**config.mk**
```make
export PLATFORM = sky130hd
export DESIGN_NAME = memsys_top
export DESIGN_NICKNAME = d
export VERILOG_FILES = /design/src/rtl/memsys_pkg.sv /design/src/rtl/selftest_if.sv /design/src/rtl/clock_reset_gen.sv /design/src/rtl/memsys_top.sv /design/src/rtl/selftest_check.sv
export SDC_FILE = /design/constraint.sdc
export NUM_CORES = 1
export LEC_CHECK = 0
export BUFFER_PORTS_ARGS = -buffer_cell sky130_fd_sc_hd__buf_4
export CAP_MARGIN = 20
export CORE_MARGIN = 2
export CORE_UTILIZATION = 29
export DETAILED_ROUTE_END_ITERATION = 10
export PLACE_DENSITY = 0.44
export SLEW_MARGIN = 20
export SYNTH_ARGS = -nofsm -noshare
export SYNTH_HDL_FRONTEND = slang
export SYNTH_HIERARCHICAL = 1
export SYNTH_SLANG_ARGS = --single-unit
```
**constraint.sdc**
```tcl
create_clock -name CLK -period 4.3 [get_ports CLK]
set_clock_uncertainty 0.15 [all_clocks]
set_input_delay 0.43 -clock CLK [delete_from_list [all_inputs] [get_ports CLK]]
set_output_delay 0.43 -clock CLK [all_outputs]
set_load 0.02 [all_outputs]
```
**src/rtl/memsys_pkg.sv**
```systemverilog
// Shared constants of the memory system interface block.
// Assumes a 20 MHz system clock and an 8-bit register port.
package memsys_pkg;

  // Clock period and derived timing counts.
  localparam int CLK_PERIOD_NS = 50;
  localparam int INIT_WAIT_NS = 200000;
  localparam int INIT_WAIT_CYCLES =
    (INIT_WAIT_NS + CLK_PERIOD_NS - 1) / CLK_PERIOD_NS;
  localparam int LOCK_EDGES = 16;

  // Widths of the register port and of the memory data path.
  localparam int ADDR_W = 4;
  localparam int DATA_W = 8;
  localparam int IRQ_W = 4;
  localparam int FIFO_DEPTH = 4;
  localparam int PTR_W = 2;

  // Register offsets.
  localparam logic [3:0] REG_CTRL = 4'h0;
  localparam logic [3:0] REG_STATUS = 4'h1;
  localparam logic [3:0] REG_IRQ_STATUS = 4'h2;
  localparam logic [3:0] REG_IRQ_ENABLE = 4'h3;
  localparam logic [3:0] REG_IRQ_CLEAR = 4'h4;
  localparam logic [3:0] REG_WRITE_DATA = 4'h5;
  localparam logic [3:0] REG_READ_DATA = 4'h6;

  // Control register bits; init and read are self-clearing commands, test arms the self-test until an internal reset.
  localparam int CTRL_INIT = 0;
  localparam int CTRL_READ = 1;
  localparam int CTRL_TEST = 2;

  // Status register bits.
  localparam int ST_INIT = 0;
  localparam int ST_VALID = 1;
  localparam int ST_MISMATCH = 2;
  localparam int ST_LOCK = 3;

  // Interrupt event bits.
  localparam int IRQ_INIT = 0;
  localparam int IRQ_VALID = 1;
  localparam int IRQ_MISMATCH = 2;
  localparam int IRQ_UNLOCK = 3;

  // Memory command codes as RAS, CAS, WE levels.
  localparam logic [2:0] CMD_NOP = 3'h7;
  localparam logic [2:0] CMD_PRECHARGE = 3'h2;
  localparam logic [2:0] CMD_LOAD_MODE = 3'h0;
  localparam logic [2:0] CMD_WRITE = 3'h4;
  localparam logic [2:0] CMD_READ = 3'h5;

  // Reset values.
  localparam logic [7:0] RESET_BYTE = 8'h00;
  localparam logic [IRQ_W-1:0] RESET_IRQ = 4'h0;

endpackage : memsys_pkg

```
**src/rtl/selftest_if.sv**
```systemverilog
// Carrier between the main block and its self-test checker.
// Assumes both ends run on the one system clock.
`timescale 1ns/1ps
interface selftest_if;
  logic expect_load; // Pulse: a new written value is recorded.
  logic [memsys_pkg::DATA_W-1:0] expect_data; // Value written.
  logic capture; // Pulse: a read word was captured.
  logic [memsys_pkg::DATA_W-1:0] capture_data; // Word returned.
  logic mismatch; // Sticky mismatch flag from the checker.
  modport source (output expect_load, expect_data, capture,
    capture_data, input mismatch);
  modport check (input expect_load, expect_data, capture,
    capture_data, output mismatch);
endinterface : selftest_if
```
**src/rtl/clock_reset_gen.sv**
```systemverilog
// Clock and reset generation for the memory system interface.
// Assumes pins from outside the domain; they are synchronised here.
`timescale 1ns/1ps
module clock_reset_gen #(
  parameter bit USE_MANAGER = 1'b1,
  parameter bit RESET_ACTIVE_LOW = 1'b1
) (
  input wire logic clk,
  input wire logic rst,
  input wire logic sys_reset_in,
  input wire logic sys_clock_pos,
  input wire logic sys_clock_neg,
  input wire logic ext_clock,
  input wire logic ext_lock,
  output logic work_clock,
  output logic work_clock_n,
  output logic locked,
  output logic int_reset
);

  // Two-stage synchronisers, one bit per pin.
  logic [4:0] sync_a;
  logic [4:0] sync_b;
  logic buf_clock_prev; // Last buffered clock level.
  logic [4:0] edge_count; // Rising edges seen by the manager.

  ////////////////////////////////////////////////////////////////////////
  // Synchronise every pin before any logic reads it.
  always_ff @(posedge clk or posedge rst) begin
    if (rst) begin
      sync_a <= 5'h00;
      sync_b <= 5'h00;
    end else begin
      sync_a <= {sys_reset_in, sys_clock_pos, sys_clock_neg,
        ext_clock, ext_lock};
      sync_b <= sync_a;
    end
  end

  // The differential buffer sees a one only when the pair disagrees
  // the right way, which rejects common-mode glitches.
  logic buf_clock;
  logic src_clock;
  logic reset_level;
  always_comb begin
    buf_clock = sync_b[3] & ~sync_b[2];
    src_clock = USE_MANAGER ? buf_clock : sync_b[1];
    reset_level = RESET_ACTIVE_LOW ? ~sync_b[4] : sync_b[4];
  end

  ////////////////////////////////////////////////////////////////////////
  // The manager model declares lock after a run of clock edges.
  always_ff @(posedge clk or posedge rst) begin
    if (rst) begin
      buf_clock_prev <= 1'b0;
      edge_count <= 5'h00;
      locked <= 1'b0;
    end else begin
      buf_clock_prev <= src_clock;
      if (USE_MANAGER) begin
        if (src_clock & ~buf_clock_prev &&
            edge_count != 5'(memsys_pkg::LOCK_EDGES)) begin
          edge_count <= edge_count + 5'h01;
        end
        locked <= (edge_count == 5'(memsys_pkg::LOCK_EDGES));
      end else begin
        locked <= sync_b[0];
      end
    end
  end

  ////////////////////////////////////////////////////////////////////////
  // Working clock and its inverse, both from flops.
  always_ff @(posedge clk or posedge rst) begin
    if (rst) begin
      work_clock <= 1'b0;
      work_clock_n <= 1'b1;
    end else begin
      work_clock <= src_clock;
      work_clock_n <= ~src_clock;
    end
  end

  // Internal reset stays on until lock is seen.
  always_ff @(posedge clk or posedge rst) begin
    if (rst) begin
      int_reset <= 1'b1;
    end else begin
      int_reset <= reset_level | ~locked;
    end
  end

endmodule : clock_reset_gen

```
**src/rtl/memsys_top.sv**
```systemverilog
// Memory system interface top: register port, init sequence, write
// stage, read capture with loopback strobe reset, interrupts.
// Assumes pins are asynchronous to CLK; the register port is not.
//
// What this block does
// - Reset input active low unless parameter cleared.
// - Read-valid high while read FIFO holds data.
// - Self-test flags error on differing read data.
// - Init-complete rises after power-up sequence ends.
// - Write data and enable registered together.
// - Read logic uses looped-back strobe divider reset.
// - Strobe complement and module reset are optional.
// - Manager fed by buffered differential system clock.
// - Working clock and inverted clock both produced.
// - Mismatch output only in self-test builds.
// - Internal resets held until clock lock.
`timescale 1ns/1ps
module memsys_top #(
  parameter bit USE_MANAGER = 1'b1,
  parameter bit RESET_ACTIVE_LOW = 1'b1,
  parameter bit SELF_TEST = 1'b1,
  parameter bit DIFF_STROBE = 1'b1,
  parameter bit REG_DIMM = 1'b0
) (
  input wire logic CLK,
  input wire logic RST,
  input wire logic SYS_RESET_IN,
  input wire logic SYS_CLOCK_POS,
  input wire logic SYS_CLOCK_NEG,
  input wire logic EXT_CLOCK,
  input wire logic EXT_LOCK,
  input wire logic [memsys_pkg::ADDR_W-1:0] ADDR,
  input wire logic [memsys_pkg::DATA_W-1:0] WDATA,
  input wire logic WR,
  input wire logic RD,
  output logic [memsys_pkg::DATA_W-1:0] RDATA,
  output logic IRQ,
  output logic READ_VALID_OUT,
  output logic INIT_COMPLETE_OUT,
  output logic MISMATCH_ERROR_OUT,
  output logic WORK_CLOCK_OUT,
  output logic WORK_CLOCK_N_OUT,
  output logic STROBE_DIV_RESET_DRIVE,
  input wire logic STROBE_DIV_RESET_RETURN,
  output logic [2:0] MEM_CMD,
  output logic MEM_CKE,
  output logic MEM_WRITE_EN,
  output logic [memsys_pkg::DATA_W-1:0] MEM_DQ_OUT,
  output logic MEM_DQ_OE,
  input wire logic [memsys_pkg::DATA_W-1:0] MEM_DQ_IN,
  output logic MEM_STROBE_OUT,
  output logic MEM_STROBE_COMPLEMENT_OUT,
  output logic MEM_STROBE_OE,
  output logic MEM_MODULE_RESET
);

  ////////////////////////////////////////////////////////////////////////
  // Declarations.

  // Init sequence states, one-hot.
  typedef enum logic [4:0] {
    S_IDLE = 5'h01,
    S_WAIT = 5'h02,
    S_PRECHARGE = 5'h04,
    S_MODE = 5'h08,
    S_DONE = 5'h10
  } init_e;

  init_e init_state; // Current init step.
  logic [12:0] wait_count; // Power-up wait counter.
  logic locked; // Clock lock from the generator.
  logic soft_reset; // Lock-gated internal reset.
  logic lock_prev; // Lock level one cycle ago.
  logic test_enable; // Self-test compare armed.
  logic read_pending; // A read waits for the loopback.
  logic [1:0] ret_sync; // Loopback synchroniser.
  logic ret_prev; // Loopback level one cycle ago.
  logic [memsys_pkg::DATA_W-1:0] dq_sync_a; // Data pin first stage.
  logic [memsys_pkg::DATA_W-1:0] dq_sync_b; // Data pin second stage.
  logic [memsys_pkg::DATA_W-1:0] fifo_mem [memsys_pkg::FIFO_DEPTH];
  logic [memsys_pkg::PTR_W:0] fifo_count; // Words held.
  logic [memsys_pkg::PTR_W-1:0] wr_ptr; // Next slot to fill.
  logic [memsys_pkg::PTR_W-1:0] rd_ptr; // Oldest word.
  logic [memsys_pkg::IRQ_W-1:0] irq_status; // Sticky events.
  logic [memsys_pkg::IRQ_W-1:0] irq_enable; // Event mask.
  logic [memsys_pkg::IRQ_W-1:0] irq_event; // Events this cycle.
  logic mismatch_prev; // Mismatch level one cycle ago.

  // Decoded strobes of the register port.
  logic ctrl_wr;
  logic data_wr;
  logic data_rd;
  logic capture;
  logic fifo_push;
  logic fifo_pop;
  logic mismatch;

  selftest_if test_link ();

  ////////////////////////////////////////////////////////////////////////
  // Clock and reset generation.
  clock_reset_gen #(
    .USE_MANAGER(USE_MANAGER),
    .RESET_ACTIVE_LOW(RESET_ACTIVE_LOW)
  ) u_clock_reset (
    .clk(CLK),
    .rst(RST),
    .sys_reset_in(SYS_RESET_IN),
    .sys_clock_pos(SYS_CLOCK_POS),
    .sys_clock_neg(SYS_CLOCK_NEG),
    .ext_clock(EXT_CLOCK),
    .ext_lock(EXT_LOCK),
    .work_clock(WORK_CLOCK_OUT),
    .work_clock_n(WORK_CLOCK_N_OUT),
    .locked(locked),
    .int_reset(soft_reset)
  );

  // Decode register port strobes; a write command is refused until the
  // memory has been initialised, since the pins are not yet live.
  always_comb begin
    ctrl_wr = WR && ADDR == memsys_pkg::REG_CTRL;
    data_wr = WR && ADDR == memsys_pkg::REG_WRITE_DATA &&
      init_state == S_DONE;
    data_rd = RD && ADDR == memsys_pkg::REG_READ_DATA;
    fifo_pop = data_rd && fifo_count != '0;
    capture = read_pending && ret_sync[1] && !ret_prev;
    fifo_push = capture && fifo_count != 3'(memsys_pkg::FIFO_DEPTH);
  end

  ////////////////////////////////////////////////////////////////////////
  // Initialisation sequence: wait, precharge, load mode, done.
  always_ff @(posedge CLK or posedge RST) begin
    if (RST) begin
      init_state <= S_IDLE;
      wait_count <= 13'h0000;
    end else if (soft_reset) begin
      init_state <= S_IDLE;
      wait_count <= 13'h0000;
    end else begin
      unique case (init_state)
        S_IDLE: begin
          // Sequence starts only on the software command.
          if (ctrl_wr && WDATA[memsys_pkg::CTRL_INIT]) begin
            init_state <= S_WAIT;
            wait_count <= 13'h0000;
          end
        end
        S_WAIT: begin
          // Power-up wait before the first command.
          if (wait_count == 13'(memsys_pkg::INIT_WAIT_CYCLES - 1)) begin
            init_state <= S_PRECHARGE;
          end else begin
            wait_count <= wait_count + 13'h0001;
          end
        end
        S_PRECHARGE: begin
          init_state <= S_MODE;
        end
        S_MODE: begin
          init_state <= S_DONE;
        end
        S_DONE: begin
          init_state <= S_DONE;
        end
      endcase
    end
  end

  // Init-complete and clock enable follow the sequence.
  always_ff @(posedge CLK or posedge RST) begin
    if (RST) begin
      INIT_COMPLETE_OUT <= 1'b0;
      MEM_CKE <= 1'b0;
    end else begin
      INIT_COMPLETE_OUT <= init_state == S_DONE;
      MEM_CKE <= init_state != S_IDLE && init_state != S_WAIT;
    end
  end

  ////////////////////////////////////////////////////////////////////////
  // Write stage: command, data, enable and strobe leave in one flop
  // stage so the board sees them aligned.
  always_ff @(posedge CLK or posedge RST) begin
    if (RST) begin
      MEM_CMD <= memsys_pkg::CMD_NOP;
      MEM_DQ_OUT <= memsys_pkg::RESET_BYTE;
      MEM_DQ_OE <= 1'b0;
      MEM_WRITE_EN <= 1'b0;
      MEM_STROBE_OUT <= 1'b0;
      MEM_STROBE_OE <= 1'b0;
    end else begin
      MEM_CMD <= memsys_pkg::CMD_NOP;
      MEM_DQ_OE <= data_wr;
      MEM_WRITE_EN <= data_wr;
      MEM_STROBE_OUT <= data_wr;
      MEM_STROBE_OE <= data_wr;
      if (data_wr) begin
        MEM_DQ_OUT <= WDATA;
        MEM_CMD <= memsys_pkg::CMD_WRITE;
      end else if (init_state == S_PRECHARGE) begin
        MEM_CMD <= memsys_pkg::CMD_PRECHARGE;
      end else if (init_state == S_MODE) begin
        MEM_CMD <= memsys_pkg::CMD_LOAD_MODE;
      end else if (ctrl_wr && WDATA[memsys_pkg::CTRL_READ] &&
                   init_state == S_DONE) begin
        MEM_CMD <= memsys_pkg::CMD_READ;
      end
    end
  end

  // Optional pins are tied low when absent; the complement idles high.
  always_ff @(posedge CLK or posedge RST) begin
    if (RST) begin
      MEM_STROBE_COMPLEMENT_OUT <= DIFF_STROBE;
      MEM_MODULE_RESET <= 1'b0;
    end else begin
      MEM_STROBE_COMPLEMENT_OUT <= DIFF_STROBE & ~data_wr;
      MEM_MODULE_RESET <= REG_DIMM & ~soft_reset;
    end
  end

  ////////////////////////////////////////////////////////////////////////
  // Read issue: drive the divider reset out and wait for it to return.
  always_ff @(posedge CLK or posedge RST) begin
    if (RST) begin
      STROBE_DIV_RESET_DRIVE <= 1'b0;
      read_pending <= 1'b0;
    end else if (soft_reset) begin
      STROBE_DIV_RESET_DRIVE <= 1'b0;
      read_pending <= 1'b0;
    end else begin
      STROBE_DIV_RESET_DRIVE <= ctrl_wr && WDATA[memsys_pkg::CTRL_READ]
        && init_state == S_DONE;
      if (STROBE_DIV_RESET_DRIVE) begin
        read_pending <= 1'b1;
      end else if (capture) begin
        read_pending <= 1'b0;
      end
    end
  end

  // Loopback and data pins are asynchronous and pass two flops.
  always_ff @(posedge CLK or posedge RST) begin
    if (RST) begin
      ret_sync <= 2'h0;
      ret_prev <= 1'b0;
      dq_sync_a <= memsys_pkg::RESET_BYTE;
      dq_sync_b <= memsys_pkg::RESET_BYTE;
    end else begin
      ret_sync <= {ret_sync[0], STROBE_DIV_RESET_RETURN};
      ret_prev <= ret_sync[1];
      dq_sync_a <= MEM_DQ_IN;
      dq_sync_b <= dq_sync_a;
    end
  end

  ////////////////////////////////////////////////////////////////////////
  // Read FIFO in flops; a capture into a full FIFO is dropped.
  always_ff @(posedge CLK or posedge RST) begin
    if (RST) begin
      wr_ptr <= '0;
      rd_ptr <= '0;
      fifo_count <= '0;
    end else if (soft_reset) begin
      wr_ptr <= '0;
      rd_ptr <= '0;
      fifo_count <= '0;
    end else begin
      if (fifo_push) begin
        wr_ptr <= wr_ptr + 2'h1;
      end
      if (fifo_pop) begin
        rd_ptr <= rd_ptr + 2'h1;
      end
      if (fifo_push && !fifo_pop) begin
        fifo_count <= fifo_count + 3'h1;
      end else if (fifo_pop && !fifo_push) begin
        fifo_count <= fifo_count - 3'h1;
      end
    end
  end

  // One storage slot per entry.
  for (genvar i = 0; i < memsys_pkg::FIFO_DEPTH; i++) begin : g_slot
    always_ff @(posedge CLK or posedge RST) begin
      if (RST) begin
        fifo_mem[i] <= memsys_pkg::RESET_BYTE;
      end else if (fifo_push && wr_ptr == 2'(i)) begin
        fifo_mem[i] <= dq_sync_b;
      end
    end
  end

  // Read-valid follows the FIFO occupancy.
  always_ff @(posedge CLK or posedge RST) begin
    if (RST) begin
      READ_VALID_OUT <= 1'b0;
    end else begin
      READ_VALID_OUT <= (fifo_count != '0 || fifo_push) &&
        !(fifo_pop && fifo_count == 3'h1 && !fifo_push);
    end
  end

  ////////////////////////////////////////////////////////////////////////
  // Self-test: armed by software, compares each captured word.
  always_ff @(posedge CLK or posedge RST) begin
    if (RST) begin
      test_enable <= 1'b0;
    end else if (soft_reset) begin
      test_enable <= 1'b0;
    end else if (ctrl_wr && WDATA[memsys_pkg::CTRL_TEST]) begin
      test_enable <= SELF_TEST;
    end
  end

  always_comb begin
    test_link.expect_load = data_wr;
    test_link.expect_data = WDATA;
    test_link.capture = fifo_push;
    test_link.capture_data = dq_sync_b;
  end

  if (SELF_TEST) begin : g_test
    selftest_check u_check (
      .clk(CLK),
      .rst(RST),
      .soft_reset(soft_reset),
      .enable(test_enable),
      .link(test_link.check)
    );
  end else begin : g_no_test
    assign test_link.mismatch = 1'b0;
  end

  assign mismatch = test_link.mismatch;

  always_ff @(posedge CLK or posedge RST) begin
    if (RST) begin
      MISMATCH_ERROR_OUT <= 1'b0;
      mismatch_prev <= 1'b0;
      lock_prev <= 1'b0;
    end else begin
      MISMATCH_ERROR_OUT <= mismatch;
      mismatch_prev <= mismatch;
      lock_prev <= locked;
    end
  end

  ////////////////////////////////////////////////////////////////////////
  // Interrupts: sticky status, set wins over a clear in the same cycle.
  always_comb begin
    irq_event = '0;
    irq_event[memsys_pkg::IRQ_INIT] = init_state == S_MODE;
    irq_event[memsys_pkg::IRQ_VALID] = fifo_push;
    irq_event[memsys_pkg::IRQ_MISMATCH] = mismatch & ~mismatch_prev;
    irq_event[memsys_pkg::IRQ_UNLOCK] = lock_prev & ~locked;
  end

  always_ff @(posedge CLK or posedge RST) begin
    if (RST) begin
      irq_status <= memsys_pkg::RESET_IRQ;
      irq_enable <= memsys_pkg::RESET_IRQ;
    end else begin
      if (WR && ADDR == memsys_pkg::REG_IRQ_ENABLE) begin
        irq_enable <= WDATA[memsys_pkg::IRQ_W-1:0];
      end
      if (WR && ADDR == memsys_pkg::REG_IRQ_CLEAR) begin
        irq_status <= (irq_status & ~WDATA[memsys_pkg::IRQ_W-1:0]) |
          irq_event;
      end else begin
        irq_status <= irq_status | irq_event;
      end
    end
  end

  always_ff @(posedge CLK or posedge RST) begin
    if (RST) begin
      IRQ <= 1'b0;
    end else begin
      IRQ <= |(irq_status & irq_enable);
    end
  end

  ////////////////////////////////////////////////////////////////////////
  // Register read: data stand in the cycle after the strobe only.
  always_ff @(posedge CLK or posedge RST) begin
    if (RST) begin
      RDATA <= memsys_pkg::RESET_BYTE;
    end else begin
      RDATA <= memsys_pkg::RESET_BYTE;
      if (RD) begin
        unique case (ADDR)
          memsys_pkg::REG_STATUS: begin
            RDATA[memsys_pkg::ST_INIT] <= init_state == S_DONE;
            RDATA[memsys_pkg::ST_VALID] <= fifo_count != '0;
            RDATA[memsys_pkg::ST_MISMATCH] <= mismatch;
            RDATA[memsys_pkg::ST_LOCK] <= locked;
          end
          memsys_pkg::REG_IRQ_STATUS: begin
            RDATA[memsys_pkg::IRQ_W-1:0] <= irq_status;
          end
          memsys_pkg::REG_IRQ_ENABLE: begin
            RDATA[memsys_pkg::IRQ_W-1:0] <= irq_enable;
          end
          memsys_pkg::REG_READ_DATA: begin
            if (fifo_count != '0) begin
              RDATA <= fifo_mem[rd_ptr];
            end
          end
          default: begin
            RDATA <= memsys_pkg::RESET_BYTE;
          end
        endcase
      end
    end
  end

endmodule : memsys_top

```
**src/rtl/selftest_check.sv**
```systemverilog
// Self-test checker: compares returned read data with written data.
// Assumes capture pulses come with a valid word from the read path.
`timescale 1ns/1ps
module selftest_check (
  input wire logic clk,
  input wire logic rst,
  input wire logic soft_reset,
  input wire logic enable,
  selftest_if.check link
);

  logic [memsys_pkg::DATA_W-1:0] expected; // Last value written.

  ////////////////////////////////////////////////////////////////////////
  // Record the written value and flag any differing read.
  always_ff @(posedge clk or posedge rst) begin
    if (rst) begin
      expected <= memsys_pkg::RESET_BYTE;
      link.mismatch <= 1'b0;
    end else if (soft_reset) begin
      expected <= memsys_pkg::RESET_BYTE;
      link.mismatch <= 1'b0;
    end else begin
      if (link.expect_load) begin
        expected <= link.expect_data;
      end
      if (enable && link.capture && link.capture_data != expected) begin
        link.mismatch <= 1'b1;
      end
    end
  end

endmodule : selftest_check

```
==> run_results.csv <==
group,metric,value,unit
detailed_routing,vias,3891,
placement,gp_congestion,0.769,
grt,grt_max_degree,43,
die,die_h,147,microns
detailed_routing,wl_per_cell,15.6,microns
run,max_cap_violations,0,
cts,worstSkewPairLatency,0.42,ns
critical_path,worstSetupPathType,"flop to flop",
die,design.portCount,63,
power,leakage,3.35,nW
grt,use_met1,18.0,%
grt,grtUsageMet3,3.20,%
outcome,status,"finished clean",
critical_path,ff2ff_setup_slack,1.83,ns
synth,yosysTopAreaCellShare,55.1,%
synth,synth.cell_area,5940,sq um
detailed_routing,ant_nets,0,
power,p_per_area,410,nW/um^2
placement,dp_hpwl,8780,microns
synth,synthTopCellsByArea,"dfrtp_1 55%, mux2_2 8.0%, dfstp_2 3.1%",
sta,finalCriticalPeriod,2.47,ns
cts,clkTransAtPathRegs,0.06,ns
grt,busiest_layer,"met2",
detailed_routing,drt_wl_total,12900,microns
power,p_sw,0.683,mW
synth,seq_area_frac_synth,58.2,%
sta,relSlewSlack,57.3,%
synth,syn_area_per_cell,12.7,sq um
sta,max_slew.worst_pin.slew,0.640,ns
critical_path,endpoint_kind,"flop",
critical_path,cp.arrival,2.61,ns
die,coreArea,20200,sq um
detailed_routing,drc,0,
synth,yosysUniqueCellTypes,67,
placement,port-buffer-count,59,
cts,htreeDepth,4,
power,peakVddDrop,0.000272,V
synth,syn_inst,469,
detailed_routing,firstDrtPassIters,4,
power,p_comb_share,5.8,%
layout,area.growth.synth_to_final,24.1,%
grt,antenna_found_initial,0,
layout,final_nets,586,
synth,yosys_most_used_dff,"dfrtp_1",
synth,synth_warnings,6,
die,fp.dieW,147,microns
power,p_clk_share,47.8,%
die,start_util,29.5,%
critical_path,crit_path_max_fanout,12,
cts,numCtsBuffers,17,
synth,synth-edff-count,0,
layout,antenna_cells,0,
cts,clockRootBuffer,"clkbuf_16",
layout,final_cell_area,7370,sq um
grt,grt_pass1_wl,21600,microns
placement,dpl-instance-area,6650,sq um
sta,fin_setup_tns,0,ns
cts,clock-sinks,138,
grt,grt_overflow,0,
sta,final-hold-violation-count,0,
grt,globalRouteMet2Util,19.5,%
cts,cts_resized,0,
sta,rsz0062_at_grt,"no",
layout,drive_above_1_share,29.0,%
detailed_routing,via_per_inst,4.70,
sta,timing.final.crit_share,57.4,%
grt,grt_pass1_vias,4016,
power,seqPwrFrac,46.4,%
worst_hold_path,hold_class,"input port to flop",
synth,ys_ff_latch,138,
sta,fmax,405,MHz
synth,syn_nets,510,
power,p_int,2.34,mW
sta,slew_violations,0,
critical_path,crit_required,4.45,ns
die,dieArea,21700,sq um
cts,cts_tree,"yes",
synth,yosysTopAreaCell,"dfrtp_1",
synth,async_flop_share,100,%
critical_path,worstSetupStartpointType,"flop",
cts,clock_path_buffers,2,
sta,fin_hold_ws,0.0950,ns
sta,setup_viol,0,
die,num_rows,52,
power,swShare,22.6,%
detailed_routing,first_iter_violations,226,
grt,grt_usage,12.9,%
==> Yosys cell counts, types with 6 or more instances <==
master      n
xnor2_1    11
a21o_1      7
ha_1       11
and2_1      6
mux2_2     42
mux4_2      8
nand2_1    26
dfrtp_1   131
a21oi_1    14
mux2_1      6
nand3_1    13
xor2_1      6
a31oi_1     7
nand4_1     7
nor3_1      7
clkbuf_1    6
a22o_1      6
nor3b_1     6
nor2_1     32
inv_1      21
dfstp_2     7
o21ai_0     7
mux2i_1     9
==> power groups by stage <==
stage | clock, mW | sequential [mW] | combinational (mW)
after floorplan | 0 | 1.41 | 0.109
after global placement | 0 | 1.43 | 0.166
after detailed placement | 0 | 1.43 | 0.170
after CTS | 1.49 | 1.40 | 0.181
after global routing | 1.55 | 1.41 | 0.198
final | 1.45 | 1.40 | 0.175
==> cells in the final DEF, fill, tap and decap left out, types with 3 or more instances in the layout <==
master,Yosys,routed
and2_1,6,6
nand2_1,26,26
a22oi_1,5,5
a31oi_1,7,7
nor2_1,32,32
xor2_1,6,6
nand4_1,7,7
inv_1,21,20
and3_1,5,5
mux2_1,6,6
a21o_1,7,7
dfstp_2,7,7
nand2b_1,3,3
mux2_2,42,42
mux2i_1,9,9
o21ai_0,7,7
dlygate4sd3_1,0,13
a21oi_1,14,14
xnor2_1,11,11
nor3b_1,6,6
buf_4,5,62
clkbuf_16,0,17
dfrtp_1,131,131
nand3_1,13,13
nor2b_1,3,3
clkinvlp_4,0,4
ha_1,11,11
a22o_1,6,6
clkbuf_8,0,3
mux4_2,8,8
nor3_1,7,7
a211oi_1,3,3
==> what timing repair did <==
action / 4_1_cts / 5_1_grt
hold endpoints to repair: 66 / 0
setup buffers: 0 / 0
hold buffers: 13 / 0
==> worst max-delay path: stages (launching register included) <==
cell,delay [ns]
dfrtp_1,0.38
inv_1,0.10
ha_1,0.23
nand2_1,0.14
and2_1,0.49
nand2_1,0.45
mux2_2,0.40
==> worst paths after layout <==
check                                           from                                endpoint  cells after the start
max                        fifo_count[0]$_DFFE_PP0P_                fifo_mem[17]$_DFFE_PP0P_                      6
min                                         WDATA[4]               MEM_DQ_OUT[4]$_DFFE_PP0P_                      2
max reg2reg                fifo_count[0]$_DFFE_PP0P_                fifo_mem[17]$_DFFE_PP0P_                      6
min reg2reg                   dq_sync_a[5]$_DFF_PP0_                  dq_sync_b[5]$_DFF_PP0_                      0
max in group asynchronous                        RST               fifo_count[0]$_DFFE_PP0P_                      4
min in group asynchronous                        RST  g_test.u_check/expected[1]$_DFFE_PP0P_                      3
==> layout make-up <==
cell class	instances	area, sq um
Clock inverter	10	118
Tap cell	270	338
Multi-Input combinational cell	292	2310
Inverter	21	81.3
Clock buffer	22	474
Timing Repair Buffer	75	596
Fill cell	2019	12800
Sequential cell	138	3460
==> routing by layer <==
layer  share of wire (%)  up-vias  wire, microns
met4                 1.5        0            193
li1                    -     1828              -
met1                  48     1971           6180
met3                 4.3       15            551
met2                  46       77           5990
met5                   0        -              0
==> sequential cells by signal (all words and copies together), names as in the netlist, 2 cells and up <==
| signal | cells |
|---|---|
| irq_enable | 4 |
| u_clock_reset/edge_count | 5 |
| rd_ptr | 2 |
| dq_sync_a | 8 |
| fifo_mem | 32 |
| dq_sync_b | 8 |
| wr_ptr | 2 |
| g_test.u_check/expected | 8 |
| u_clock_reset/sync_a | 3 |
| RDATA | 8 |
| MEM_DQ_OUT | 8 |
| init_state | 5 |
| ret_sync | 2 |
| wait_count | 13 |
| MEM_CMD | 3 |
| irq_status | 4 |
| fifo_count | 3 |
| u_clock_reset/sync_b | 3 |
==> logic make-up after synthesis <==
kind of cell	after synthesis	share of synthesized area, %
mux	66	13.9
xor+xnor	17	2.50
compound gates	67	7.77
fa+ha+maj	12	2.48
simple gates	129	12.1
other cells	1	0.0631
flops	138	58.2
buf+inv	39	2.97
==> through the flow <==
| stage | power (mW) | worst slack [ns] | utilization (%) | cells |
|---|---|---|---|---|
| finish | 3.03 | 1.83 | 36.6 | 828 |
| global route | 3.16 | 1.63 | 36.6 | 828 |
| CTS | 3.08 | 1.85 | 36.6 | 828 |
| detailed placement | 1.60 | 1.89 | 33.0 | 783 |
| global placement | 1.59 | 1.94 | 33.0 | 783 |
| floorplan | 1.52 | 0.713 | - | 469 |
No activity file was read; power rests on OpenSTA's default activity.
